--- src/pdc_pkg.sv ---
package pdc_pkg;

  // ****************************************************
  // Register offsets (byte addresses on the management port)
  // ****************************************************
  localparam int unsigned ADDR_W = 8;
  localparam int unsigned DATA_W = 8;
  localparam logic [7:0] OFS_OUT2_DIVIDER_LOW_BYTE = 8'h24;
  localparam logic [7:0] OFS_FEEDBACK_HS_AND_LS_TOP = 8'h28;
  localparam logic [7:0] OFS_FEEDBACK_LS_MID_BYTE = 8'h29;
  localparam logic [7:0] OFS_FEEDBACK_LS_LOW_BYTE = 8'h2A;
  localparam logic [7:0] OFS_INPUT1_PREDIV_TOP = 8'h2B;
  localparam logic [7:0] OFS_INPUT1_PREDIV_MID = 8'h2C;
  localparam logic [7:0] OFS_INPUT1_PREDIV_LOW = 8'h2D;
  localparam logic [7:0] OFS_INPUT2_PREDIV_TOP = 8'h2E;
  localparam logic [7:0] OFS_INPUT2_PREDIV_MID = 8'h2F;
  localparam logic [7:0] OFS_INPUT2_PREDIV_LOW = 8'h30;

  // ****************************************************
  // Reset values
  // ****************************************************
  localparam logic [7:0] RST_OUT2_DIVIDER_LOW_BYTE = 8'h31;
  localparam logic [7:0] RST_FEEDBACK_HS_AND_LS_TOP = 8'hC0;
  localparam logic [7:0] RST_FEEDBACK_LS_MID_BYTE = 8'h00;
  localparam logic [7:0] RST_FEEDBACK_LS_LOW_BYTE = 8'hF9;
  localparam logic [7:0] RST_INPUT1_PREDIV_TOP = 8'h00;
  localparam logic [7:0] RST_INPUT1_PREDIV_MID = 8'h00;
  localparam logic [7:0] RST_INPUT1_PREDIV_LOW = 8'h09;
  localparam logic [7:0] RST_INPUT2_PREDIV_TOP = 8'h00;
  localparam logic [7:0] RST_INPUT2_PREDIV_MID = 8'h00;
  localparam logic [7:0] RST_INPUT2_PREDIV_LOW = 8'h00;
  localparam logic [7:0] RD_UNMAPPED = 8'h00;

  // ****************************************************
  // Field positions and widths
  // ****************************************************
  localparam int unsigned HS_CODE_MSB = 7;
  localparam int unsigned HS_CODE_LSB = 5;
  localparam int unsigned HS_CODE_W = 3;
  localparam int unsigned FB_TOP_MSB = 3;
  localparam int unsigned PREDIV_TOP_MSB = 2;
  localparam int unsigned FB_LS_W = 20;
  localparam int unsigned PREDIV_W = 19;
  localparam int unsigned OUT2_LS_W = 20;
  localparam int unsigned OUT2_UPPER_W = 12;
  localparam int unsigned HS_CNT_W = 4;
  // Code 000 divides by 4, so the terminal count is code plus 3
  localparam logic [3:0] HS_TERM_BASE = 4'h3;

endpackage : pdc_pkg

--- src/pdc_ediv.sv ---
`timescale 1ns/1ps
module pdc_ediv #(
  parameter int unsigned W = 20
) (
  input wire logic clk_i,
  input wire logic nrst_i,
  input wire logic step_i,
  input wire logic [W-1:0] term_i,
  output logic tick_o
);

  // ****************************************************
  // Event divider: one tick per term_i+1 steps
  // ****************************************************
  logic [W-1:0] cnt_r;
  logic [W-1:0] cnt_nxt;
  logic tick_r;
  logic tick_nxt;

  // Compare with >= so a ratio lowered mid-count wraps at once
  always_comb begin
    cnt_nxt = cnt_r;
    tick_nxt = 1'b0;
    if (step_i) begin
      if (cnt_r >= term_i) begin
        cnt_nxt = '0;
        tick_nxt = 1'b1;
      end else begin
        cnt_nxt = cnt_r + {{(W-1){1'b0}}, 1'b1};
      end
    end
  end

  always_ff @(posedge clk_i or negedge nrst_i) begin
    if (!nrst_i) begin
      cnt_r <= '0;
      tick_r <= 1'b0;
    end else begin
      cnt_r <= cnt_nxt;
      tick_r <= tick_nxt;
    end
  end

  assign tick_o = tick_r;

endmodule : pdc_ediv

--- src/pdc_top.sv ---
// Behaviour
// - Clock out b divides by out2 field plus one
// - Feedback high-speed code gives ratio 4 to 11
// - Feedback low-speed output feeds phase detector
// - Feedback low-speed ratio is field plus one
// - Input a pre-divider ratio is field plus one
// - Input b pre-divider, zero means divide-by-one
// - Divider registers take documented reset values
`timescale 1ns/1ps
module pdc_top
  import pdc_pkg::*;
(
  input wire logic clk_i,
  input wire logic nrst_i,
  input wire logic [ADDR_W-1:0] reg_addr_i,
  input wire logic [DATA_W-1:0] reg_wdata_i,
  input wire logic reg_wr_i,
  input wire logic reg_rd_i,
  output logic [DATA_W-1:0] reg_rdata_o,
  input wire logic [OUT2_UPPER_W-1:0] out2_div_upper_i,
  input wire logic hs_common_clk_i,
  input wire logic vco_feedback_clk_i,
  input wire logic clock_in_a_i,
  input wire logic clock_in_b_i,
  output logic clock_out_b_o,
  output logic pd_feedback_o,
  output logic pd_ref_a_o,
  output logic pd_ref_b_o
);

  // ****************************************************
  // Register file
  // ****************************************************
  logic [7:0] out2_divider_low_byte_r;
  logic [7:0] out2_divider_low_byte_nxt;
  logic [7:0] feedback_hs_and_ls_top_r;
  logic [7:0] feedback_hs_and_ls_top_nxt;
  logic [7:0] feedback_ls_mid_byte_r;
  logic [7:0] feedback_ls_mid_byte_nxt;
  logic [7:0] feedback_ls_low_byte_r;
  logic [7:0] feedback_ls_low_byte_nxt;
  logic [7:0] input1_prediv_top_r;
  logic [7:0] input1_prediv_top_nxt;
  logic [7:0] input1_prediv_mid_r;
  logic [7:0] input1_prediv_mid_nxt;
  logic [7:0] input1_prediv_low_r;
  logic [7:0] input1_prediv_low_nxt;
  logic [7:0] input2_prediv_top_r;
  logic [7:0] input2_prediv_top_nxt;
  logic [7:0] input2_prediv_mid_r;
  logic [7:0] input2_prediv_mid_nxt;
  logic [7:0] input2_prediv_low_r;
  logic [7:0] input2_prediv_low_nxt;
  logic [7:0] rdata_r;
  logic [7:0] rdata_nxt;

  // Reserved bits are never stored, so they always read back as zero
  always_comb begin
    out2_divider_low_byte_nxt = out2_divider_low_byte_r;
    feedback_hs_and_ls_top_nxt = feedback_hs_and_ls_top_r;
    feedback_ls_mid_byte_nxt = feedback_ls_mid_byte_r;
    feedback_ls_low_byte_nxt = feedback_ls_low_byte_r;
    input1_prediv_top_nxt = input1_prediv_top_r;
    input1_prediv_mid_nxt = input1_prediv_mid_r;
    input1_prediv_low_nxt = input1_prediv_low_r;
    input2_prediv_top_nxt = input2_prediv_top_r;
    input2_prediv_mid_nxt = input2_prediv_mid_r;
    input2_prediv_low_nxt = input2_prediv_low_r;
    if (reg_wr_i) begin
      case (reg_addr_i)
        OFS_OUT2_DIVIDER_LOW_BYTE: begin
          out2_divider_low_byte_nxt = reg_wdata_i;
        end
        OFS_FEEDBACK_HS_AND_LS_TOP: begin
          feedback_hs_and_ls_top_nxt = {reg_wdata_i[HS_CODE_MSB:HS_CODE_LSB], 1'b0, reg_wdata_i[FB_TOP_MSB:0]};
        end
        OFS_FEEDBACK_LS_MID_BYTE: begin
          feedback_ls_mid_byte_nxt = reg_wdata_i;
        end
        OFS_FEEDBACK_LS_LOW_BYTE: begin
          feedback_ls_low_byte_nxt = reg_wdata_i;
        end
        OFS_INPUT1_PREDIV_TOP: begin
          input1_prediv_top_nxt = {5'h00, reg_wdata_i[PREDIV_TOP_MSB:0]};
        end
        OFS_INPUT1_PREDIV_MID: begin
          input1_prediv_mid_nxt = reg_wdata_i;
        end
        OFS_INPUT1_PREDIV_LOW: begin
          input1_prediv_low_nxt = reg_wdata_i;
        end
        OFS_INPUT2_PREDIV_TOP: begin
          input2_prediv_top_nxt = {5'h00, reg_wdata_i[PREDIV_TOP_MSB:0]};
        end
        OFS_INPUT2_PREDIV_MID: begin
          input2_prediv_mid_nxt = reg_wdata_i;
        end
        OFS_INPUT2_PREDIV_LOW: begin
          input2_prediv_low_nxt = reg_wdata_i;
        end
        default: begin
        end
      endcase
    end
  end

  // Read data is registered so the port sees a flop, at one cycle of latency
  always_comb begin
    rdata_nxt = rdata_r;
    if (reg_rd_i) begin
      case (reg_addr_i)
        OFS_OUT2_DIVIDER_LOW_BYTE: begin
          rdata_nxt = out2_divider_low_byte_r;
        end
        OFS_FEEDBACK_HS_AND_LS_TOP: begin
          rdata_nxt = feedback_hs_and_ls_top_r;
        end
        OFS_FEEDBACK_LS_MID_BYTE: begin
          rdata_nxt = feedback_ls_mid_byte_r;
        end
        OFS_FEEDBACK_LS_LOW_BYTE: begin
          rdata_nxt = feedback_ls_low_byte_r;
        end
        OFS_INPUT1_PREDIV_TOP: begin
          rdata_nxt = input1_prediv_top_r;
        end
        OFS_INPUT1_PREDIV_MID: begin
          rdata_nxt = input1_prediv_mid_r;
        end
        OFS_INPUT1_PREDIV_LOW: begin
          rdata_nxt = input1_prediv_low_r;
        end
        OFS_INPUT2_PREDIV_TOP: begin
          rdata_nxt = input2_prediv_top_r;
        end
        OFS_INPUT2_PREDIV_MID: begin
          rdata_nxt = input2_prediv_mid_r;
        end
        OFS_INPUT2_PREDIV_LOW: begin
          rdata_nxt = input2_prediv_low_r;
        end
        default: begin
          rdata_nxt = RD_UNMAPPED;
        end
      endcase
    end
  end

  always_ff @(posedge clk_i or negedge nrst_i) begin
    if (!nrst_i) begin
      out2_divider_low_byte_r <= RST_OUT2_DIVIDER_LOW_BYTE;
      feedback_hs_and_ls_top_r <= RST_FEEDBACK_HS_AND_LS_TOP;
      feedback_ls_mid_byte_r <= RST_FEEDBACK_LS_MID_BYTE;
      feedback_ls_low_byte_r <= RST_FEEDBACK_LS_LOW_BYTE;
      input1_prediv_top_r <= RST_INPUT1_PREDIV_TOP;
      input1_prediv_mid_r <= RST_INPUT1_PREDIV_MID;
      input1_prediv_low_r <= RST_INPUT1_PREDIV_LOW;
      input2_prediv_top_r <= RST_INPUT2_PREDIV_TOP;
      input2_prediv_mid_r <= RST_INPUT2_PREDIV_MID;
      input2_prediv_low_r <= RST_INPUT2_PREDIV_LOW;
    end else begin
      out2_divider_low_byte_r <= out2_divider_low_byte_nxt;
      feedback_hs_and_ls_top_r <= feedback_hs_and_ls_top_nxt;
      feedback_ls_mid_byte_r <= feedback_ls_mid_byte_nxt;
      feedback_ls_low_byte_r <= feedback_ls_low_byte_nxt;
      input1_prediv_top_r <= input1_prediv_top_nxt;
      input1_prediv_mid_r <= input1_prediv_mid_nxt;
      input1_prediv_low_r <= input1_prediv_low_nxt;
      input2_prediv_top_r <= input2_prediv_top_nxt;
      input2_prediv_mid_r <= input2_prediv_mid_nxt;
      input2_prediv_low_r <= input2_prediv_low_nxt;
    end
  end

  // Read data has its own flop group; it holds until the next read
  always_ff @(posedge clk_i or negedge nrst_i) begin
    if (!nrst_i) begin
      rdata_r <= RD_UNMAPPED;
    end else begin
      rdata_r <= rdata_nxt;
    end
  end

  assign reg_rdata_o = rdata_r;

  // ****************************************************
  // Pin synchronisers and rising-edge detection
  // ****************************************************
  // Order: 0 common high-speed, 1 feedback, 2 input a, 3 input b
  logic [3:0] pin_s1_r;
  logic [3:0] pin_s2_r;
  logic [3:0] pin_s3_r;
  logic [3:0] pin_rise;
  logic [3:0] pin_s1_nxt;
  logic [3:0] pin_s2_nxt;
  logic [3:0] pin_s3_nxt;

  // Only the second and third stages feed logic; the first may still be metastable
  always_comb begin
    pin_s1_nxt = {clock_in_b_i, clock_in_a_i, vco_feedback_clk_i, hs_common_clk_i};
    pin_s2_nxt = pin_s1_r;
    pin_s3_nxt = pin_s2_r;
  end

  // The divider clocks must be well below clk_i/2 or edges are lost
  always_ff @(posedge clk_i or negedge nrst_i) begin
    if (!nrst_i) begin
      pin_s1_r <= 4'h0;
      pin_s2_r <= 4'h0;
      pin_s3_r <= 4'h0;
    end else begin
      pin_s1_r <= pin_s1_nxt;
      pin_s2_r <= pin_s2_nxt;
      pin_s3_r <= pin_s3_nxt;
    end
  end

  // Stages reset low like idle pins, so no false edge follows reset
  assign pin_rise = pin_s2_r & ~pin_s3_r;

  // ****************************************************
  // Divider chains
  // ****************************************************
  logic [OUT2_LS_W-1:0] out2_term;
  logic [HS_CNT_W-1:0] fb_hs_term;
  logic [FB_LS_W-1:0] fb_ls_term;
  logic [PREDIV_W-1:0] in_a_term;
  logic [PREDIV_W-1:0] in_b_term;
  logic fb_hs_tick;
  logic [HS_CODE_W-1:0] fb_hs_code;
  logic [FB_TOP_MSB:0] fb_ls_top;
  logic [PREDIV_TOP_MSB:0] in_a_top;
  logic [PREDIV_TOP_MSB:0] in_b_top;

  // Field slices; reserved bits never reach a divider
  assign fb_hs_code = feedback_hs_and_ls_top_r[HS_CODE_MSB:HS_CODE_LSB];
  assign fb_ls_top = feedback_hs_and_ls_top_r[FB_TOP_MSB:0];
  assign in_a_top = input1_prediv_top_r[PREDIV_TOP_MSB:0];
  assign in_b_top = input2_prediv_top_r[PREDIV_TOP_MSB:0];

  // Upper out2 bytes live in registers outside this block
  assign out2_term = {out2_div_upper_i, out2_divider_low_byte_r};
  // Code 000 must divide by four, hence the base of three
  assign fb_hs_term = HS_TERM_BASE + {1'b0, fb_hs_code};
  assign fb_ls_term = {fb_ls_top, feedback_ls_mid_byte_r, feedback_ls_low_byte_r};
  assign in_a_term = {in_a_top, input1_prediv_mid_r, input1_prediv_low_r};
  assign in_b_term = {in_b_top, input2_prediv_mid_r, input2_prediv_low_r};

  // ****************************************************
  // Output b divider
  // ****************************************************

  // Ratio is term plus one, so zero passes every edge through
  pdc_ediv #(.W(OUT2_LS_W)) u_out2_ls (
    .clk_i(clk_i),
    .nrst_i(nrst_i),
    .step_i(pin_rise[0]),
    .term_i(out2_term),
    .tick_o(clock_out_b_o)
  );

  // ****************************************************
  // Feedback path
  // ****************************************************

  pdc_ediv #(.W(HS_CNT_W)) u_fb_hs (
    .clk_i(clk_i),
    .nrst_i(nrst_i),
    .step_i(pin_rise[1]),
    .term_i(fb_hs_term),
    .tick_o(fb_hs_tick)
  );

  // Clocked by the high-speed stage; ratio is field plus one
  pdc_ediv #(.W(FB_LS_W)) u_fb_ls (
    .clk_i(clk_i),
    .nrst_i(nrst_i),
    .step_i(fb_hs_tick),
    .term_i(fb_ls_term),
    .tick_o(pd_feedback_o)
  );

  // ****************************************************
  // Input pre-dividers
  // ****************************************************

  pdc_ediv #(.W(PREDIV_W)) u_in_a (
    .clk_i(clk_i),
    .nrst_i(nrst_i),
    .step_i(pin_rise[2]),
    .term_i(in_a_term),
    .tick_o(pd_ref_a_o)
  );

  pdc_ediv #(.W(PREDIV_W)) u_in_b (
    .clk_i(clk_i),
    .nrst_i(nrst_i),
    .step_i(pin_rise[3]),
    .term_i(in_b_term),
    .tick_o(pd_ref_b_o)
  );

endmodule : pdc_top

--- config.mk ---
export PLATFORM = sky130hd
export DESIGN_NAME = pdc_top
export DESIGN_NICKNAME = d
export VERILOG_FILES = /design/src/pdc_pkg.sv /design/src/pdc_ediv.sv /design/src/pdc_top.sv
export SDC_FILE = /design/constraint.sdc
export NUM_CORES = 1
export LEC_CHECK = 0
export ABC_AREA = 1
export CAP_MARGIN = 20
export CORE_MARGIN = 2
export CORE_UTILIZATION = 50
export DETAILED_ROUTE_END_ITERATION = 12
export DONT_BUFFER_PORTS = 1
export GPL_TIMING_DRIVEN = 0
export PLACE_DENSITY = 0.72
export RECOVER_POWER = 25
export SYNTH_ARGS = -nofsm -noshare
export SYNTH_HDL_FRONTEND = slang
export SYNTH_SLANG_ARGS = --single-unit
--- constraint.sdc ---
create_clock -name clk_i -period 4.4 [get_ports clk_i]
set_input_delay 0.88 -clock clk_i [delete_from_list [all_inputs] [get_ports clk_i]]
set_output_delay 0.88 -clock clk_i [all_outputs]
set_load 0.05 [all_outputs]
Word level (Yosys, flattened, before mapping)
Index checks and enable logic that the tools add are counted.
Word-level totals
  register bits: 176
  bits of input ports: 36
  output and inout port bits: 12
  logic and storage cells: 73
Operators by class
  add/sub/neg operators: 6
  $lt $le $gt $ge: 5
  equality and inequality tests: 10
  mux-type cells: 16
  bitwise logic cells: 2
  reductions and logical operators: 10
Operators with widths (number)
  8-bit by 6-bit equality test with 1-bit output, second input constant: 10
  8-bit one-hot mux with 10 select lines: 1
  20-bit by 1-bit adder with 20-bit output, second input constant: 2
  20-bit >= comparator: 2
  20-bit two-way mux: 2
  19-bit by 1-bit adder with 19-bit output, second input constant: 2
  19-bit >= comparator: 2
  19-bit two-way mux: 2
  2-bit AND reduction: 10
  1-bit two-way mux: 10
  2-bit by 3-bit adder with 4-bit output, first input constant: 1
  4-bit by 1-bit adder with 4-bit output, second input constant: 1
  4-bit bitwise AND: 1
  4-bit >= comparator: 1
  4-bit two-way mux: 1
  4-bit NOT: 1

Depth between registers and ports, before layout
Gate-level depths: netlist (run 1).
  depth in word-level cells: 4
  mapped depth: 13
  depth with buffers taken out: 13

Hierarchy
From an unflattened synthesis (run 1), not the netlist that was laid out.
Second synthesis, totals
  cells, all modules: 1475
  area, all modules: 11533.6 um^2
By module, submodules not included
  pdc_top: times used 1, cells an instance 472, area an instance 4282.9 um^2, sequential area each 2243.4 um^2
  pdc_ediv (u_fb_ls ...): times used 2, cells an instance 253, area an instance 1794.2 um^2, sequential area each 525.5 um^2
  pdc_ediv (u_in_a ...): times used 2, cells an instance 227, area an instance 1664.1 um^2, sequential area each 500.5 um^2
  pdc_ediv (u_fb_hs): times used 1, cells an instance 43, area an instance 334.1 um^2, sequential area each 125.1 um^2

Least setup slack after synthesis (run 1)
No wires, ideal clock.
  path kind: input to register
  from: in out2_div_upper_i[11]
  to: reg u_out2_ls.cnt_r[10]
  setup time: 0.133 ns
  arrival: 1.964 ns
  required time: 4.267 ns
  setup slack: 2.303 ns
  stages: 10
  path buffers: 1
  cells stage by stage: inv_1 > ha_1 > nand2_1 > nor2_1 > nand2_1 > nor2_1 > nand2_1 > nand4_1 > buf_2 > a21oi_1
Between the ends
  longest elaborated chain between the ends: 2
RTL lines
  start, declared: RTL line pdc_top.sv:20  | input wire logic [OUT2_UPPER_W-1:0] out2_div_upper_i,
  20-bit >= comparator: RTL line pdc_ediv.sv:25  | if (cnt_r >= term_i) begin
  20-bit two-way mux: RTL line pdc_ediv.sv:25
  end signal, assigned: RTL line pdc_ediv.sv:39  | cnt_r <= cnt_nxt;
  end, declared: RTL line pdc_ediv.sv:15  | logic [W-1:0] cnt_r;
Every way passes these cells.
A chain may end at the register's enable or synchronous reset.

Worst setup path after layout (run 1)
  from: reg u_in_a.cnt_r[10]
  to: reg u_in_a.cnt_r[12]
Between the ends
  longest elaborated chain between the ends: 2
  elaborated cells on any way between the ends: 3
  those cells by class: 1 x add/sub; 1 x order compare; 1 x mux
RTL lines (RTL line)
  start, declared: pdc_ediv.sv:15
  start signal, assigned: pdc_ediv.sv:39
  19-bit by 1-bit adder with 19-bit output / 19-bit >= comparator (equally long branches): pdc_ediv.sv:29, pdc_ediv.sv:25
  19-bit two-way mux (*): pdc_ediv.sv:25
Mark *: on every way between the ends. The rest lies on a longest branch, timed or not.

==> qor.txt, run 1 <==
initial antenna violation count: 0
synth unique cells: 41
Critical Path Most Common Cell: nand2_1
Post-CTS Hold Buffers: 0
leakage: 5.79 nW
crit-path leading delay family: simple AND/OR/NAND/NOR gates
ratio of cells with drive above 1 in the final layout: 9.12%
core area: 0.0217 sq mm
Worst Skew: 0.00944 ns
clk slew on worst S/H paths: 0.07 ns
Final Total Pwr: 4.21 mW
final net count: 1559
Post-Syn Area: 0.0110 sq mm
final WL: 24800 um
hold crit path type: in -> async
first-pass GRT wire length: 42400 um
drt wl/cell: 14.3 um
placed inst area: 0.0113 sq mm
clk buf depth: 2
post-synth top area share: 37.1%
CTS tree: done
busiest grt layer: met2
vias in the first global route: 8607
met2 usage: 34.9%
synthesis-to-layout area growth: 8.44%
EDFF count, synth: 0
post-synthesis sequential area ratio: 40.2%
Period Utilization, post-route: 46.1%
syn_area_per_cell: 7.77 sq um
Final setup viols: 0
final cell count without fillers: 1728
Synth warnings: 0
Worst Path Buf+Inv: 1
placed insts: 1696
fin area: 0.0119 sq mm
slowest stage delay, CP: 0.46 ns
mean number of vias per cell: 5.21
kind of critical path: reg -> reg
Setup TNS: 0 ns
synthesized instance count: 1416
DRC viols: 0
ys flop type: dfrtp_1
cells along the critical path: ha_1 > nand2_1 > nor2_2 > and2_1 > nand2_1 > nand3_1 > nand2_2 > a21oi_4 > buf_6 > nor2_1
crit end category: flop
die height: 152 um
first-pass iteration count of the detailed router: 7
n_diodes: 0
postcts setup bufs: 0
Clock Tree Root: clkbuf_16
die area: 0.0232 sq mm
DP Wirelength: 18400 um
GP Congestion: 0.899
outcome: completed
Critical Path Slowest Stage Cell: dfrtp_1
Post-synth ARST share: 100%
max frequency: 493 MHz
Tmin final: 2.03 ns
Max transition margin: 60.5%
Mapped Nets: 1540
Iter 0 DRT Violations: 634
Die Wd: 152 um
Critical Path RT: 4.71 ns
DRT antenna net count: 0
Slew Viols, Final: 0
CP Launch Type: flop
Pwr Density: 353 mW/mm^2
top post-synthesis cells by count: nand2_1, inv_1, dfrtp_1
WHS: 0.156 ns
pin count of the biggest net entering global routing: 177
grt met3 use: 4.32%
number of synthesized register bits: 176
M1 GR Usage: 31.9%
Fin. Hold Viols: 0
Yosys top cell by area: dfrtp_1
Initial Utilization: 50.7%
Max-cap violations: 0
IO buf count: 0
Num Clock Sinks: 176
Synth area leaders: dfrtp_1, nand2_1, ha_1, inv_1, nor2_1
grt ovf: 0
VDD IR max: 0.000302 V
# H-tree levels: 4
row cnt: 54
Ports: 48
worst-path fanout max: 10
Total GRT Usage: 22.3%
count leader, synth: nand2_1
worst-margin pin slew: 0.592 ns
Worst-Skew Late Latency: 0.43 ns
arrival time worst endpoint: 2.34 ns
number of cells upsized or downsized after cts: 0
RSZ-0062 raised after global routing: false
total number of vias: 9007
TritonCTS Buffers: 17
[per-stage QoR]
| stage | util, % | setup WS, ns |
|---|---|---|
| global placement | 52.3 | 2.05 |
| detailed placement | 52.3 | 2.01 |
| CTS | 55.0 | 2.38 |
| floorplan | - | 2.30 |
| finish | 55.0 | 2.37 |
| global route | 55.0 | 2.20 |
[cells in the final DEF (no fill, tap or decap), drive strengths merged]
cell type / instances
or2: 1
nor2: 145
buf: 19
o21a: 1
clkinvlp: 4
clkinv: 5
o22ai: 3
xnor2: 16
clkbuf: 29
nor3: 21
a22o: 1
o21bai: 5
dfstp: 13
xor2: 32
nand2: 399
a21o: 6
a21oi: 79
ha: 88
nand3b: 2
nand3: 83
bufinv: 2
nand4: 20
a31o: 1
dfrtp: 163
o21ai: 103
and2: 4
inv: 203
[worst paths after layout]
kind                                                     to              from  cells after the start  slack (ns)
worst max-delay path                       u_in_a.cnt_r[12]  u_in_a.cnt_r[10]                     10        2.37
worst min-delay path                    u_out2_ls.cnt_r[15]            nrst_i                      0        0.16
worst max register to register             u_in_a.cnt_r[12]  u_in_a.cnt_r[10]                     10        2.37
worst min register to register                  pin_s2_r[1]       pin_s1_r[1]                      0        0.35
max in group asynchronous       feedback_hs_and_ls_top_r[7]            nrst_i                      0        3.96
min in group clk_i                              pin_s2_r[1]       pin_s1_r[1]                      0        0.35
[power by group]
group | switching, mW | internal, mW
clock | 0.633 | 0.864
combinational | 0.517 | 0.296
sequential | 0.152 | 1.75
[cell type report]
class	count	area (sq um)
inverters	204	767
plain buffers	26	193
well taps	280	350
fillers	1962	9760
clock inverters	10	114
multi-input cells	1010	5620
flip-flops and latches	176	4420
clock buffers	22	464
[flip-flops by register name, indices dropped and copies added, names as in the netlist, 7 cells and up]
| name | count |
|---|---|
| u_fb_ls.cnt_r | 20 |
| u_out2_ls.cnt_r | 20 |
| u_in_a.cnt_r | 19 |
| u_in_b.cnt_r | 19 |
| feedback_ls_low_byte_r | 8 |
| feedback_ls_mid_byte_r | 8 |
| input1_prediv_low_r | 8 |
| input1_prediv_mid_r | 8 |
| input2_prediv_low_r | 8 |
| input2_prediv_mid_r | 8 |
| out2_divider_low_byte_r | 8 |
| reg_rdata_o | 8 |
| feedback_hs_and_ls_top_r | 7 |
[cells by family after synthesis]
| kind of cell | after synthesis | synth area share, % |
|---|---|---|
| xor gates and xnor gates | 48 | 3.82 |
| adders and majority gates | 88 | 10.0 |
| DFF | 176 | 40.2 |
| and+or+nand+nor | 675 | 26.8 |
| AOI/OAI and AO/OA | 199 | 10.5 |
| buffers and inverters | 230 | 8.73 |
[worst register-to-register path, cell delays in order (launching register included)]
cell and delay, ns:
dfrtp_1 0.46, ha_1 0.33, nand2_1 0.08, nor2_2 0.15, and2_1 0.14, nand2_1 0.05, nand3_1 0.08, nand2_2 0.08
a21oi_4 0.30, buf_6 0.19, nor2_1 0.06
[layer usage]
layer / vias up / part of all wire [%]
li1: 4567 / -
met1: 4213 / 48
met2: 198 / 45
met3: 29 / 5.4
met4: 0 / 1.5
met5: - / 0
Power figures use the tool's default switching activity.
==> inputs of run 2 (changes only) <==
- PLACE_DENSITY: 0.72 -> 0.75
- clock period: 4.4 -> 1.7 ns (I/O delays scaled with it)
==> run 2 against run 1 <==
The run now ends with negative hold slack, negative setup slack left. Largest power group unchanged. Highest routed layer unchanged. Setup slack got worse by 2.6 ns. Clock power rose to 2.6 times the previous value. Core utilization up 7.6 points. Die area unchanged. Critical path depth grew 1. Clock skew barely moved. Final area is 14% higher. First-iteration DRC count grew 29%. Power rose to 2.9 times the previous value. Global-route usage grew 1.5 points.
==> qor.txt, run 2 (synthesized netlist as in run 1, its figures left out) <==
outcome: finished with violations
violated checks: negative hold slack, negative setup slack
final WL: 29100 um (+18%)
Final Total Pwr: 12.2 mW (+190%)
fin area: 0.0136 sq mm (+14%)
commonest non-fill, non-tap cell in the layout: nand2_1
Die Wd: 152 um (unchanged)
most frequent cells in the layout: nand2_1, inv_1, dfrtp_1, nor2_1, buf_4
final core occ: 62.6% (+7.6 points)
Period Utilization, post-route: 111% (+65 points)
fillcell total: 1748 (-11%)
Final setup viols: 80 (+80)
Initial Utilization: 50.7% (unchanged)
IO buf count: 0 (unchanged)
grt ovf: 0 (unchanged)
Tmin final: 1.89 ns (-0.143 ns)
# H-tree levels: 4 (unchanged)
Ports: 48 (unchanged)
DRC viols: 0 (unchanged)
Max-cap violations: 0 (unchanged)
first-pass GRT wire length: 45300 um (+7.0%)
leakage: 6.32 nW (+9.3%)
synthesis-to-layout area growth: 23.4%
drt wl/cell: 16.0 um (+12%)
CTS tree: done
WHS: -0.387 ns (-0.543 ns)
clk buf depth: 2 (unchanged)
pin count of the biggest net entering global routing: 177 (unchanged)
core area: 0.0217 sq mm (unchanged)
initial antenna violation count: 0 (unchanged)
placed inst area: 0.0114 sq mm (+0.22%)
placed insts: 1696 (unchanged)
Num Clock Sinks: 176 (unchanged)
die area: 0.0232 sq mm (unchanged)
TritonCTS Buffers: 17 (unchanged)
Worst Skew: 0.00931 ns (-0.000130 ns)
first-pass iteration count of the detailed router: 6 (-1)
crit end category: flop
RSZ-0062 raised after global routing: true
total number of vias: 9820 (+9.0%)
vias in the first global route: 9218 (+7.1%)
final net count: 1653 (+6.0%)
arrival time worst endpoint: 2.21 ns (-0.13 ns)
Fin. Hold Viols: 167 (+167)
VDD IR max: 0.000705 V (+130%)
final worst setup slack: -0.187 ns (-2.56 ns)
kind of critical path: reg -> reg
GP Congestion: 0.880 (-2.0%)
DP Wirelength: 18600 um (+0.80%)
die height: 152 um (unchanged)
Clock Tree Root: clkbuf_16
final cell count without fillers: 1822 (+5.4%)
Critical Path RT: 2.02 ns (-2.69 ns)
max frequency: 530 MHz (+7.6%)
Worst-Skew Late Latency: 0.44 ns (about the same)
worst-margin pin slew: 0.751 ns (+0.159 ns)
Post-CTS Hold Buffers: 4 (+4)
n_diodes: 0 (unchanged)
Pwr Density: 900 mW/mm^2 (+160%)
mean number of vias per cell: 5.39 (+3.4%)
ratio of cells with drive above 1 in the final layout: 27.0% (+18 points)
Setup TNS: -7.85 ns (-7.85 ns)
Iter 0 DRT Violations: 819 (+29%)
row cnt: 54 (unchanged)
hold crit path type: in -> async
Total GRT Usage: 23.9% (+1.5 points)
Largest regs: u_fb_ls.cnt_r x20, u_out2_ls.cnt_r x20
Slew Viols, Final: 0 (unchanged)
CP Launch Type: flop
clk slew on worst S/H paths: 0.06 ns (about the same)
DRT antenna net count: 0 (unchanged)
Max transition margin: 49.9% (-11 points)
worst-path fanout max: 5 (-5)
[run 2: changes by cell type in the layout (fill, tap and decap cells not counted), moves of 15 or more]
cell / delta
a21oi_1: -57
a21oi_2: +55
buf_4: +77
buf_6: +16
dfrtp_1: -15
dfrtp_2: +15
ha_1: -30
ha_4: +30
inv_1: -32
inv_2: +32
nand2_1: -19
nor2_1: -31
nor2_2: +25
[run 2: routing by layer]
layer | global-route usage [%] | vias to the layer above | wire [um]
met1 | 32.6 | 4714 | 12600
li1 | - | 4760 | -
met5 | 0 | - | 0
met4 | 7.25 | 0 | 566
met2 | 38.5 | 300 | 14300
met3 | 4.72 | 46 | 1700
[run 2: worst max-delay path, stage by stage, from the launching register on]
cell and delay (ns):
dfrtp_1 0.35, inv_1 0.08, ha_1 0.31, nand2_2 0.08, nor2_4 0.12, and2_1 0.13, nand2_1 0.05, nand3_1 0.08
nand2_2 0.08, a21oi_4 0.27, buf_6 0.18, nor2_2 0.04
[run 2: area by class of cell]
type                    count  area (sq um)  area share, %
inverters                 204           767           5.65
well taps                 280           350           2.58
clock inverters             9           108          0.793
repair buffers             94           769           5.67
clock buffers              23           468           3.45
plain buffers              26           224           1.65
flip-flops and latches    176          4440           32.7
multi-input cells        1010          6450           47.5
[run 2: what timing repair did]
action,CTS,global route
endpoints found under the hold margin,180,176
endpoints found under the setup margin,83,86
gates resized for setup,124,117
gates cloned,6,0
pin swaps,31,32
setup buffers,42,42
[run 2: where the power goes]
part,internal [mW],switching [mW],leakage [nW]
combinational,1.44,1.96,3.72
sequential,4.52,0.382,2.33
clock,2.24,1.68,0.278
total,8.20,4.02,6.32
[run 2: metrics by stage]
stage	hold slack, ns	worst slack [ns]
2_1_floorplan	0.0444	-0.0587
3_3_place_gp	0.0585	-0.283
3_5_place_dp	0.0592	-0.304
4_1_cts	-0.397	-0.147
5_1_grt	-0.404	-0.271
6_report	-0.387	-0.187
[run 2: worst paths after layout]
check                                            start                          to  slack [ns]  depth (start not counted)
worst max register to register  input1_prediv_mid_r[2]            u_in_a.cnt_r[13]       -0.19                         11
worst min-delay path                            nrst_i             u_in_a.cnt_r[5]       -0.39                          0
min in group clk_i                       reg_addr_i[3]  out2_divider_low_byte_r[3]        0.19                          4
max in group asynchronous                       nrst_i           u_fb_ls.cnt_r[11]        1.63                          0
worst max-delay path            input1_prediv_mid_r[2]            u_in_a.cnt_r[13]       -0.19                         11
worst min register to register             pin_s1_r[2]                 pin_s2_r[2]        0.34                          0
